$ cat src/shared/sbc_pkg.sv
package sbc_pkg;
    // Base clock: 125 MHz
    localparam int CLK_NS = 8;
    localparam int NS_PER_US = 1000;
    localparam int NS_PER_MS = 1000000;
    localparam int CNT_W = 26;

    // Wake interrupt pulse, about 10 us
    localparam int T_IRQ_NS = 10000;
    localparam int IRQ_CYC = T_IRQ_NS / CLK_NS;
    // Overcurrent blanking after Stop entry, about 40 us
    localparam int T_BLANK_NS = 40000;
    // Normal-request configuration timeout
    localparam int T_NREQ_MS = 350;
    // Watchdog periods selected by period_select_hi/lo
    localparam int T_WD0_MS = 10;
    localparam int T_WD1_MS = 45;
    localparam int T_WD2_MS = 100;
    localparam int T_WD3_MS = 350;
    // Reset duration, first-SPI delay, timed wake, cyclic sense
    localparam int T_RST_MS = 10;
    localparam int T_FIRST_SPI_US = 100;
    localparam int T_TIMED_MS = 200;
    localparam int T_CYC_MS = 20;
    localparam int T_BIAS_ON_US = 200;

    // Closed window is the first half of the period
    localparam int WIN_SHIFT = 1;

    // Field positions in low_power_control
    localparam int LP_BIAS = 3;
    localparam int LP_TWE = 1;
    localparam int LP_AUTO = 0;

    localparam int N_WAKE = 4;
    localparam int N_SYNC = 8;
    // Positions in the synchroniser vector
    localparam int SY_CS = 4;
    localparam int SY_BUS = 5;
    localparam int SY_OC = 6;
    localparam int SY_VDD = 7;

    typedef enum logic [2:0] {
        M_RESET,
        M_NREQ,
        M_NORMAL,
        M_STANDBY,
        M_STOP,
        M_SLEEP
    } mode_e;
endpackage

$ cat src/hdl/sbc_wakeup_watchdog_reset.sv
// How it works
// - In Stop, an enabled wake source moves to normal-request and pulses irq.
// - Chip-select rising edge wakes the device from Sleep or Stop.
// - Stop overcurrent wakes to normal-request with unmaskable irq, no flag.
// - Stop wake enters normal-request first, then a 10 us irq pulse.
// - Bus wake and input wake set flags; overcurrent and timed set none.
// - SPI access is refused until the first-access delay after the pulse.
// - Watchdog expiry in Stop asserts reset, then normal-request follows.
// - Stop command takes effect on the chip-select rising edge.
// - Overcurrent wake is blanked for 40 us after Stop entry.
// - Watchdog runs in Normal and Standby; window mode by default.
// - Two select bits pick a period of 10 ms to 350 ms.
// - Service during the closed window causes reset; open window restarts.
// - Low supply holds reset low until supply recovers; fault stays high.
// - At power-on and Sleep wake, reset stays low until supply is good.
// - Watchdog expiry drives reset low for the fixed reset duration.
// - Watchdog fault output falls with the reset, held until good service.
// - Wake cause is recorded; Sleep wake re-enables the regulator.
// - Direct wake needs the 0xx0 control pattern set by the host.
// - Input sensitivity is configured per pair of wake inputs.
// - Pattern 1xx1 selects cyclic sense with the timed switch bias.
// - Timed wake and cyclic sense exclude each other.
// - Normal-request times out after 350 ms to reset or back to Sleep.
`timescale 1ns/1ps
module sbc_wakeup_watchdog_reset #(
    parameter int BLANK_CYC = sbc_pkg::T_BLANK_NS / sbc_pkg::CLK_NS,
    parameter int NREQ_CYC =
        sbc_pkg::T_NREQ_MS * (sbc_pkg::NS_PER_MS / sbc_pkg::CLK_NS),
    parameter int RST_CYC =
        sbc_pkg::T_RST_MS * (sbc_pkg::NS_PER_MS / sbc_pkg::CLK_NS),
    parameter int FIRST_SPI_CYC =
        sbc_pkg::T_FIRST_SPI_US * (sbc_pkg::NS_PER_US / sbc_pkg::CLK_NS),
    parameter int TIMED_CYC =
        sbc_pkg::T_TIMED_MS * (sbc_pkg::NS_PER_MS / sbc_pkg::CLK_NS),
    parameter int CYC_CYC =
        sbc_pkg::T_CYC_MS * (sbc_pkg::NS_PER_MS / sbc_pkg::CLK_NS),
    parameter int BIAS_ON_CYC =
        sbc_pkg::T_BIAS_ON_US * (sbc_pkg::NS_PER_US / sbc_pkg::CLK_NS),
    parameter int WD0_CYC =
        sbc_pkg::T_WD0_MS * (sbc_pkg::NS_PER_MS / sbc_pkg::CLK_NS),
    parameter int WD1_CYC =
        sbc_pkg::T_WD1_MS * (sbc_pkg::NS_PER_MS / sbc_pkg::CLK_NS),
    parameter int WD2_CYC =
        sbc_pkg::T_WD2_MS * (sbc_pkg::NS_PER_MS / sbc_pkg::CLK_NS),
    parameter int WD3_CYC =
        sbc_pkg::T_WD3_MS * (sbc_pkg::NS_PER_MS / sbc_pkg::CLK_NS)
) (
    input wire logic clk,
    input wire logic rst_b,
    input wire logic cs_b,
    input wire logic cmd_stop,
    input wire logic cmd_sleep,
    input wire logic cmd_normal,
    input wire logic cmd_standby,
    input wire logic tim_write,
    input wire logic window_select,
    input wire logic period_select_lo,
    input wire logic period_select_hi,
    input wire logic stop_watchdog_enable,
    input wire logic [3:0] low_power_control,
    input wire logic [1:0] wake_sense,
    input wire logic [3:0] wake_inputs,
    input wire logic bus_wake,
    input wire logic overcurrent,
    input wire logic vdd_good,
    input wire logic flag_clear,
    output logic mcu_reset_out_b,
    output logic watchdog_fault_out_b,
    output logic irq_out_pin_b,
    output logic spi_ready,
    output logic main_regulator_en,
    output logic high_side_switch,
    output logic bus_wake_flag,
    output logic [3:0] input_wake_flag,
    output sbc_pkg::mode_e mode
);
    localparam int W = sbc_pkg::CNT_W;
    localparam int A_IRQ = sbc_pkg::IRQ_CYC;

    logic rst_q1, rst_n;
    logic [sbc_pkg::N_SYNC-1:0] sy1, sy2;
    logic cs_prev, cs_rise;
    logic [W-1:0] tmr, wd_cnt, lp_cnt, cyc_cnt, spi_wait, wd_period;
    logic stop_pend, sleep_pend, from_sleep, irq_arm;
    logic tim_ok, wd_run, wd_bad, wd_expire, closed;
    logic low_power, direct, cyclic_mode, cyclic_on, timed_on;
    logic blank_done, oc_wake, timed_wake, cyc_sample, cs_wake;
    logic [3:0] in_wake;
    logic lp_wake, stop_wake;

    // Reset release through two flip-flops
    always_ff @(posedge clk or negedge rst_b) begin
        if (!rst_b) begin
            rst_q1 <= 1'b0;
            rst_n <= 1'b0;
        end else begin
            rst_q1 <= 1'b1;
            rst_n <= rst_q1;
        end
    end

    // Pins come from outside this clock domain
    always_ff @(posedge clk or negedge rst_n) begin
        if (!rst_n) begin
            sy1 <= 8'hd0;
            sy2 <= 8'hd0;
            cs_prev <= 1'b1;
        end else begin
            sy1 <= {vdd_good, overcurrent, bus_wake, cs_b, wake_inputs};
            sy2 <= sy1;
            cs_prev <= sy2[sbc_pkg::SY_CS];
        end
    end

    assign cs_rise = sy2[sbc_pkg::SY_CS] && !cs_prev;

    always_comb begin
        unique case ({period_select_hi, period_select_lo})
            2'h0: wd_period = W'(WD0_CYC);
            2'h1: wd_period = W'(WD1_CYC);
            2'h2: wd_period = W'(WD2_CYC);
            2'h3: wd_period = W'(WD3_CYC);
        endcase
    end

    // SPI service is honoured only once the first-access delay is over
    assign tim_ok = tim_write && spi_ready;
    assign wd_run = (mode == sbc_pkg::M_NORMAL)
        || (mode == sbc_pkg::M_STANDBY)
        || (mode == sbc_pkg::M_STOP && stop_watchdog_enable);
    assign closed = wd_cnt < (wd_period >> sbc_pkg::WIN_SHIFT);
    // The window does not apply in Stop, where service means waking
    assign wd_bad = tim_ok && window_select && closed
        && (mode == sbc_pkg::M_NORMAL || mode == sbc_pkg::M_STANDBY);
    assign wd_expire = (wd_run && wd_cnt >= wd_period - W'(1)) || wd_bad;

    // Wake source selection in low power
    assign low_power = (mode == sbc_pkg::M_STOP)
        || (mode == sbc_pkg::M_SLEEP);
    assign direct = !low_power_control[sbc_pkg::LP_BIAS]
        && !low_power_control[sbc_pkg::LP_AUTO];
    assign cyclic_mode = low_power_control[sbc_pkg::LP_BIAS]
        && low_power_control[sbc_pkg::LP_AUTO];
    // When both are requested neither runs, so neither is trusted
    assign cyclic_on = cyclic_mode
        && !low_power_control[sbc_pkg::LP_TWE];
    assign timed_on = low_power_control[sbc_pkg::LP_TWE]
        && !cyclic_mode;
    assign cyc_sample = cyc_cnt == W'(BIAS_ON_CYC - 1);
    assign blank_done = lp_cnt >= W'(BLANK_CYC);
    assign oc_wake = (mode == sbc_pkg::M_STOP) && blank_done
        && sy2[sbc_pkg::SY_OC];
    assign timed_wake = low_power && timed_on
        && lp_cnt >= W'(TIMED_CYC - 1);
    assign cs_wake = low_power && cs_rise;

    wake_input_detect u_wake (
        .level(sy2[3:0]),
        .sense(wake_sense),
        .enable(low_power && (direct || cyclic_on)),
        .sample(direct || cyc_sample),
        .wake(in_wake)
    );

    assign lp_wake = low_power && (cs_wake || timed_wake || oc_wake
        || sy2[sbc_pkg::SY_BUS] || (|in_wake));
    assign stop_wake = lp_wake && (mode == sbc_pkg::M_STOP);

    // Operating mode and its timer
    always_ff @(posedge clk or negedge rst_n) begin
        if (!rst_n) begin
            mode <= sbc_pkg::M_RESET;
            tmr <= '0;
            from_sleep <= 1'b0;
        end else if (!sy2[sbc_pkg::SY_VDD]
                && mode != sbc_pkg::M_SLEEP) begin
            mode <= sbc_pkg::M_RESET;
            tmr <= '0;
        end else begin
            unique case (mode)
                sbc_pkg::M_RESET: begin
                    if (tmr >= W'(RST_CYC - 1)) begin
                        mode <= sbc_pkg::M_NREQ;
                        tmr <= '0;
                    end else begin
                        tmr <= tmr + W'(1);
                    end
                end
                sbc_pkg::M_NREQ: begin
                    if (tim_ok) begin
                        mode <= sbc_pkg::M_NORMAL;
                        from_sleep <= 1'b0;
                    end else if (tmr >= W'(NREQ_CYC - 1)) begin
                        mode <= from_sleep ? sbc_pkg::M_SLEEP
                            : sbc_pkg::M_RESET;
                    end
                    tmr <= tmr + W'(1);
                end
                sbc_pkg::M_NORMAL, sbc_pkg::M_STANDBY: begin
                    tmr <= '0;
                    if (wd_expire) begin
                        mode <= sbc_pkg::M_RESET;
                    end else if (cs_rise && stop_pend) begin
                        mode <= sbc_pkg::M_STOP;
                    end else if (cs_rise && sleep_pend) begin
                        mode <= sbc_pkg::M_SLEEP;
                    end else if (cmd_standby) begin
                        mode <= sbc_pkg::M_STANDBY;
                    end else if (cmd_normal) begin
                        mode <= sbc_pkg::M_NORMAL;
                    end
                end
                sbc_pkg::M_STOP: begin
                    tmr <= '0;
                    if (wd_expire) begin
                        mode <= sbc_pkg::M_RESET;
                    end else if (stop_wake) begin
                        mode <= sbc_pkg::M_NREQ;
                        from_sleep <= 1'b0;
                    end
                end
                sbc_pkg::M_SLEEP: begin
                    tmr <= '0;
                    if (lp_wake) begin
                        mode <= sbc_pkg::M_RESET;
                        from_sleep <= 1'b1;
                    end
                end
            endcase
        end
    end

    // Low-power commands wait for the end of their SPI frame
    always_ff @(posedge clk or negedge rst_n) begin
        if (!rst_n) begin
            stop_pend <= 1'b0;
            sleep_pend <= 1'b0;
        end else if (cs_rise) begin
            stop_pend <= 1'b0;
            sleep_pend <= 1'b0;
        end else begin
            if (cmd_stop) begin
                stop_pend <= 1'b1;
            end
            if (cmd_sleep) begin
                sleep_pend <= 1'b1;
            end
        end
    end

    // Watchdog counter
    always_ff @(posedge clk or negedge rst_n) begin
        if (!rst_n) begin
            wd_cnt <= '0;
        end else if (!wd_run || wd_expire || tim_ok) begin
            wd_cnt <= '0;
        end else begin
            wd_cnt <= wd_cnt + W'(1);
        end
    end

    // Fault output; a new fault wins over a service in the same cycle
    always_ff @(posedge clk or negedge rst_n) begin
        if (!rst_n) begin
            watchdog_fault_out_b <= 1'b1;
        end else if (wd_expire && mode != sbc_pkg::M_SLEEP
                && sy2[sbc_pkg::SY_VDD]) begin
            watchdog_fault_out_b <= 1'b0;
        end else if (tim_ok) begin
            watchdog_fault_out_b <= 1'b1;
        end
    end

    // Reset pin low in Reset, in Sleep and whenever supply is low
    always_ff @(posedge clk or negedge rst_n) begin
        if (!rst_n) begin
            mcu_reset_out_b <= 1'b0;
        end else begin
            mcu_reset_out_b <= sy2[sbc_pkg::SY_VDD]
                && mode != sbc_pkg::M_RESET
                && mode != sbc_pkg::M_SLEEP
                && !(wd_expire && mode != sbc_pkg::M_SLEEP);
        end
    end

    always_ff @(posedge clk or negedge rst_n) begin
        if (!rst_n) begin
            main_regulator_en <= 1'b1;
        end else begin
            main_regulator_en <= mode != sbc_pkg::M_SLEEP;
        end
    end

    // Low-power timers: blanking, timed wake and cyclic sense period
    always_ff @(posedge clk or negedge rst_n) begin
        if (!rst_n) begin
            lp_cnt <= '0;
            cyc_cnt <= '0;
            high_side_switch <= 1'b0;
        end else if (!low_power) begin
            lp_cnt <= '0;
            cyc_cnt <= '0;
            high_side_switch <= 1'b0;
        end else begin
            if (lp_cnt != {W{1'b1}}) begin
                lp_cnt <= lp_cnt + W'(1);
            end
            if (cyc_cnt >= W'(CYC_CYC - 1)) begin
                cyc_cnt <= '0;
            end else begin
                cyc_cnt <= cyc_cnt + W'(1);
            end
            high_side_switch <= cyclic_on
                && cyc_cnt < W'(BIAS_ON_CYC - 1);
        end
    end

    // Wake cause; a new wake wins over a clear in the same cycle
    always_ff @(posedge clk or negedge rst_n) begin
        if (!rst_n) begin
            bus_wake_flag <= 1'b0;
            input_wake_flag <= 4'h0;
        end else begin
            bus_wake_flag <= (bus_wake_flag && !flag_clear)
                || (lp_wake && sy2[sbc_pkg::SY_BUS]);
            input_wake_flag <= (input_wake_flag & {4{!flag_clear}})
                | (lp_wake ? in_wake : 4'h0);
        end
    end

    // One counter covers the irq pulse and the first-access delay
    always_ff @(posedge clk or negedge rst_n) begin
        if (!rst_n) begin
            irq_arm <= 1'b0;
            spi_wait <= '0;
            irq_out_pin_b <= 1'b1;
            spi_ready <= 1'b1;
        end else if (mode == sbc_pkg::M_RESET) begin
            irq_arm <= 1'b0;
            spi_wait <= '0;
            irq_out_pin_b <= 1'b1;
            spi_ready <= 1'b1;
        end else if (stop_wake && !wd_expire) begin
            irq_arm <= 1'b1;
        end else if (irq_arm && mode == sbc_pkg::M_NREQ) begin
            irq_arm <= 1'b0;
            spi_wait <= W'(sbc_pkg::IRQ_CYC + FIRST_SPI_CYC);
            irq_out_pin_b <= 1'b0;
            spi_ready <= 1'b0;
        end else if (spi_wait != '0) begin
            spi_wait <= spi_wait - W'(1);
            irq_out_pin_b <= spi_wait <= W'(FIRST_SPI_CYC + 1);
            spi_ready <= spi_wait == W'(1);
        end
    end

    // Pulse is too long to unroll as a delay, so its width is counted
    logic [W-1:0] irq_low_len;
    always_ff @(posedge clk or negedge rst_n) begin
        if (!rst_n) begin
            irq_low_len <= '0;
        end else if (irq_out_pin_b) begin
            irq_low_len <= '0;
        end else begin
            irq_low_len <= irq_low_len + W'(1);
        end
    end
endmodule // sbc_wakeup_watchdog_reset

$ cat src/hdl/wake_input_detect.sv
`timescale 1ns/1ps
module wake_input_detect (
    input wire logic [3:0] level,
    input wire logic [1:0] sense,
    input wire logic enable,
    input wire logic sample,
    output logic [3:0] wake
);
    // Sensitivity is shared per pair of inputs
    genvar i;
    generate
        for (i = 0; i < sbc_pkg::N_WAKE; i++) begin : g_in
            assign wake[i] = enable && sample
                && (level[i] == sense[i / 2]);
        end
    endgenerate
endmodule // wake_input_detect

$ cat config.mk
export PLATFORM = sky130hd
export DESIGN_NAME = sbc_wakeup_watchdog_reset
export DESIGN_NICKNAME = d
export VERILOG_FILES = /design/src/shared/sbc_pkg.sv /design/src/hdl/sbc_wakeup_watchdog_reset.sv /design/src/hdl/wake_input_detect.sv
export SDC_FILE = /design/constraint.sdc
export NUM_CORES = 1
export LEC_CHECK = 0
export ABC_AREA = 1
export BUFFER_PORTS_ARGS = -buffer_cell sky130_fd_sc_hd__buf_2
export CAP_MARGIN = 20
export CORE_MARGIN = 4
export CORE_UTILIZATION = 57
export DETAILED_ROUTE_END_ITERATION = 10
export MAX_ROUTING_LAYER = met4
export PLACE_DENSITY = 0.86
export SYNTH_ARGS = -nofsm -noshare
export SYNTH_HDL_FRONTEND = slang
export SYNTH_SLANG_ARGS = --single-unit
export TNS_END_PERCENT = 5
$ cat constraint.sdc
create_clock -name clk -period 4.55 [get_ports clk]
set_input_delay 0.6825 -clock clk [delete_from_list [all_inputs] [get_ports clk]]
set_output_delay 0.6825 -clock clk [all_outputs]
set_load 0.03 [all_outputs]
==> results.json, run 1 <==
{
  "grt_setup_unrepaired": "false",
  "cts.htree.levels": 4,
  "worstPathCellList": "buf_2, inv_1, ha_1, inv_1, ha_1, inv_1, a21o_1, nor2_1, nand3_1, nand2_1, nand3_1, nand2_1, nand3_1, or2_1, nand2_2, buf_12, nand2_1, o21ai_2",
  "drive_gt1_frac": 0.106,
  "dr_wl_met3_um": 1290,
  "cts_resized": 0,
  "r2r-end": "spi_wait[15]",
  "synthArstFlopShare": 1.00,
  "worstSetupStartpointType": "primary input",
  "overflow": 0,
  "initial_core_util": 0.578,
  "cap_violations": 0,
  "layout_common_cells": "nand2_1, nor2_1, inv_1",
  "layout_commonest_cell": "nand2_1",
  "syn_area_per_cell_um2": 7.50,
  "detail_route.iter0.violations": 677,
  "wl_per_cell_um": 14.1,
  "layout_worst_path_cycle_share": 0.730,
  "numPortBuffers": 38,
  "yosysWarnings": 0,
  "wl_um": 23800,
  "ff2ff_setup_slack_ns": 1.72,
  "ctsHoldBuffers": 0,
  "rows": 49,
  "rr_startpoint": "mode[1]",
  "cpMaxStageDelayCell": "ha_1",
  "wl_met2_um": 11300,
  "area_delta_synth_final_pct": 9.67,
  "status": "complete, no violations",
  "syn_area_um2": 10400,
  "power_leakage_nw": 5.26,
  "vias": 9331,
  "postRouteAntennaNets": 0,
  "dr.max_layer_used": "met4",
  "final_cells": 1681,
  "max_freq_ghz": 0.301,
  "synth_cells": 1386,
  "synth_cell_types": 55,
  "tns_ns": 0,
  "clk_latency_ns": 0.44,
  "crit_type": "in2reg",
  "grtUsageTotal": 0.248,
  "drtPass1Iterations": 5,
  "cts_sinks": 167,
  "dp.cells": 1647,
  "final-setup-viol-count": 0,
  "hold_path_class": "in2async",
  "die-area_um2": 20500,
  "grt_pass1_wl_um": 40400,
  "postCtsSetupBuffers": 0,
  "end_kind": "flop",
  "relSlewSlack": 0.351,
  "reg2regPathDepth": 16,
  "cts_tree": "built",
  "cpPeakStageDelay_ns": 0.42,
  "vdd_drop_max_mv": 0.300,
  "synth_edf_count": 0,
  "final.setup_skew_ns": 0.00890,
  "grt_max_degree": 76,
  "critPathMaxFanout": 56,
  "ys_ff_latch": 167,
  "fp.dieH_um": 143,
  "avgViaCountPerCell": 5.55,
  "ys_seq_area_frac": 0.404,
  "wl_met1_um": 10800,
  "path_clk_slew_ns": 0.07,
  "hpwl_um": 17200,
  "clockBufferDepth": 2,
  "die_x_um": 143,
  "grt_pass1_vias": 8814,
  "worstPathRequired_ns": 4.92,
  "cts_buffers": 17,
  "crit_arrival_ns": 3.69,
  "ys.flop_type": "dfrtp_1",
  "min_period_ns": 3.32,
  "worstMarginPinSlew_ns": 0.974,
  "antenna_found_initial": 0,
  "cts-root-buf": "clkbuf_16",
  "p_per_area_nw_per_um2": 409,
  "maxSlewViolCount": 0,
  "hold_violations": 0,
  "core-area_um2": 18000,
  "gp_congestion": 0.912,
  "io_pins": 40,
  "nets": 1516,
  "drc": 0
}
-- stage by stage --
stage	power [W]	utilization	hold slack [ns]	worst slack (ns)	instance area, um^2
after floorplan	0.00300	-	0.331	1.52	10400
after global placement	0.00325	0.603	0.333	0.804	10800
after detailed placement	0.00330	0.603	0.338	0.798	10800
after CTS	0.00468	0.634	0.0121	1.25	11400
after global routing	0.00498	0.634	0.00690	0.931	11400
final	0.00466	0.634	0.0244	1.23	11400
-- kinds of logic after synthesis --
logic type | share of synthesized area
xor gates and xnor gates | 0.0303
AOI/OAI and AO/OA | 0.0975
DFF | 0.404
adders and majority gates | 0.0638
and+or+nand+nor | 0.326
other | 0.000723
buffers and inverters | 0.0778
-- state kept, by name, indices dropped and copies added, names as in the netlist, 3 cells and up --
register	cells
spi_wait	26
cyc_cnt	26
mode	3
lp_cnt	26
sy2	8
wd_cnt	26
tmr	26
sy1	8
input_wake_flag	4
-- layer usage --
layer / global-route usage / up-vias
met1: 0.326 / 4353
met4: 0.0710 / 0
met3: 0.0439 / 49
met5: - / -
met2: 0.397 / 296
li1: - / 4633
-- area by class of cell --
class | count | area, um^2
multi-input combinational | 1024 | 5410
clock inverter | 12 | 95.1
clock buffer | 20 | 457
timing repair buffer | 44 | 260
sequential | 167 | 4200
fill | 1522 | 6570
antenna | 2 | 5.00
tap | 229 | 287
inverter | 183 | 687
-- how the worst max path moves through the flow --
stage / slack [ns] / cells past startpoint / end / start
3_5_place_dp: 0.80 / 17 / spi_wait[0] / period_select_hi
5_1_grt: 0.93 / 18 / spi_wait[2] / period_select_hi
4_1_cts: 1.25 / 18 / spi_wait[15] / period_select_hi
3_3_place_gp: 0.80 / 17 / spi_wait[3] / period_select_hi
2_1_floorplan: 1.52 / 17 / spi_wait[10] / period_select_hi
6_report: 1.23 / 18 / spi_wait[15] / period_select_hi
-- cells in the mapped netlist (2+ instances only) --
cell      number  share of area
a211oi_1       6         0.0043
a21o_1         2         0.0014
a21oi_1       46          0.022
a31oi_1       10         0.0060
and2_1         2         0.0012
buf_2          6         0.0029
buf_6          3         0.0033
clkbuf_1       5         0.0018
clkinv_1       2        0.00072
conb_1         2        0.00072
dfrtp_1      156           0.38
dfstp_2       11          0.028
ha_1          53          0.064
inv_1        179          0.065
inv_2          2        0.00072
nand2_1      301           0.11
nand2_2        6         0.0036
nand3_1       78          0.038
nand3_2        2         0.0019
nand3b_1       3         0.0022
nand4_1       43          0.026
nor2_1       215          0.078
nor2_2         8         0.0048
nor2_4         2         0.0022
nor3_1        51          0.025
nor3_2         4         0.0039
nor3b_1        4         0.0029
nor4_1        21          0.013
nor4_2         4         0.0048
o211ai_1       4         0.0029
o21a_1         5         0.0036
o21ai_0       53          0.026
o21ai_2       23          0.019
o21bai_1       2         0.0014
o31ai_1        5         0.0036
or2_2         13         0.0078
or3_1          2         0.0012
xnor2_1       12          0.010
xor2_1        24          0.020
-- where the power goes --
| part | switching (W) | internal [W] |
|---|---|---|
| combinational | 0.000963 | 0.000533 |
| sequential | 0.000178 | 0.00163 |
| clock | 0.000622 | 0.000733 |
| total | 0.00176 | 0.00290 |
-- critical path, delay by kind of cell --
family,cells,cell delay [ns]
AOI/OAI and AO/OA,2,0.22
adders and majority gates,2,0.75
buffers and inverters,5,0.76
and+or+nand+nor,9,1.24
Note: power is estimated with default switching activity, not from simulation.
==> inputs of run 2 (changes only) <==
CORE_UTILIZATION = 60   (was 57)
PLACE_DENSITY = 0.87   (was 0.86)
clock period = 3.37 ns   (was 4.55 ns; I/O delays follow)
==> run 2 against run 1 <==
  * Non-clock buffer count increased by 6
  * Worst setup slack got worse by 0.70 ns
  * Clock skew decreased by 0.00096 ns
  * Critical endpoint is now spi_wait[22]
  * First-iteration DRC count grew 17%
  * Critical path depth unchanged
==> results.json, run 2 (same netlist as run 1, synthesis figures left out) <==
{
  "status": "complete, no violations",
  "drc": 0,
  "die-area_um2": 19500,
  "vias": 9497,
  "grt_max_degree": 63,
  "placed_area_um2": 10900,
  "area_delta_synth_final_pct": 10.4,
  "final-setup-viol-count": 0,
  "drive_gt1_frac": 0.108,
  "grt_pass1_vias": 9030,
  "antenna_cells": 0,
  "grtUsageTotal": 0.263,
  "cts_sinks": 167,
  "numPortBuffers": 38,
  "fp.dieH_um": 140,
  "crit_arrival_ns": 3.16,
  "postRouteAntennaNets": 0,
  "rows": 47,
  "grt_setup_unrepaired": "false",
  "n_fill_cell": 1361,
  "cts_resized": 0,
  "min_period_ns": 2.84,
  "relSlewSlack": 0.453,
  "cts_buffers": 17,
  "ctsHoldBuffers": 1,
  "layout_worst_path_cycle_share": 0.843,
  "end_kind": "flop",
  "detail_route.iter0.violations": 792,
  "final.setup_skew_ns": 0.00794,
  "drtPass1Iterations": 6,
  "vdd_drop_max_mv": 0.381,
  "grt_pass1_wl_um": 41400,
  "hold_violations": 0,
  "worstSetupStartpointType": "primary input",
  "wl_um": 24500,
  "postCtsSetupBuffers": 0,
  "overflow": 0,
  "p_per_area_nw_per_um2": 562,
  "power.total_w": 0.00645,
  "cts-root-buf": "clkbuf_16",
  "whs_path_depth": 1,
  "critPathMaxFanout": 28,
  "path_clk_slew_ns": 0.06,
  "cts.htree.levels": 4,
  "cts_tree": "built",
  "reg2regPathDepth": 14,
  "wl_per_cell_um": 14.6,
  "layout_commonest_cell": "nand2_1",
  "multi_input_area_um2": 5410,
  "avgViaCountPerCell": 5.67,
  "worstMarginPinSlew_ns": 0.820,
  "clk_latency_ns": 0.44,
  "max_freq_ghz": 0.352,
  "fin_util": 0.684,
  "nets": 1522,
  "power_leakage_nw": 5.32,
  "hpwl_um": 17600,
  "core-area_um2": 16800,
  "io_pins": 40,
  "tns_ns": 0,
  "register_area_um2": 4200,
  "layout_common_cells": "nand2_1, nor2_1, inv_1",
  "hold_path_class": "in2reg",
  "initial_core_util": 0.620,
  "worstPathRequired_ns": 3.69,
  "die_x_um": 140,
  "antenna_found_initial": 0,
  "maxSlewViolCount": 0,
  "gp_congestion": 0.929,
  "crit_type": "in2reg",
  "final_cell_area_um2": 11500,
  "clockBufferDepth": 2,
  "cap_violations": 0
}
[run 2: path summary, 6_finish.rpt]
| path | from | slack, ns | endpoint |
|---|---|---|---|
| max in group asynchronous | rst_n | 1.95 | wd_cnt[20] |
| setup / recovery | period_select_hi | 0.53 | spi_wait[22] |
| hold reg to reg | sy1[1] | 0.35 | sy2[1] |
| min in group asynchronous | rst_b | 0.37 | rst_n |
| hold / removal | vdd_good | 0.16 | sy1[7] |
| setup reg to reg | wd_cnt[9] | 0.80 | spi_wait[22] |
[run 2: area by class of cell]
| type | count | area share |
|---|---|---|
| Clock buffer | 21 | 0.0401 |
| Multi-Input combinational cell | 1024 | 0.471 |
| Timing Repair Buffer | 50 | 0.0279 |
| Tap cell | 220 | 0.0240 |
| Clock inverter | 11 | 0.0108 |
| Sequential cell | 167 | 0.366 |
| Inverter | 183 | 0.0599 |
[run 2: critical path: stages]
cell and delay (ns):
buf_2 0.14, inv_1 0.11, ha_1 0.29, inv_1 0.16, ha_1 0.30, nand2_1 0.04
nor3_1 0.24, nand3_1 0.11, nor2_1 0.13, nand2_1 0.07, nand3_1 0.13, nand2_1 0.15
nand3_1 0.15, or2_1 0.16, nand2_2 0.10, buf_12 0.18, nand2_1 0.11, o21ai_2 0.06
[run 2: power by group]
group | switching, W | internal (W) | total [W]
clock network | 0.000813 | 0.00113 | 0.00194
registers | 0.000243 | 0.00220 | 0.00245
logic | 0.00132 | 0.000739 | 0.00206
total | 0.00238 | 0.00407 | 0.00645
[run 2: through the flow]
step	setup slack (ns)	instances	hold WS, ns
after floorplan	0.514	1391	0.210
after global placement	0.200	1643	0.292
after detailed placement	0.134	1643	0.293
after CTS	0.571	1676	0.149
after global routing	0.302	1676	0.150
final	0.528	1676	0.162
[run 2: routing by layer]
metal	up-vias	share of wire	global-route usage
met5	-	0	-
met4	0	0.021	0.0775
met3	58	0.052	0.0497
met2	297	0.50	0.440
met1	4490	0.43	0.326
li1	4652	-	-
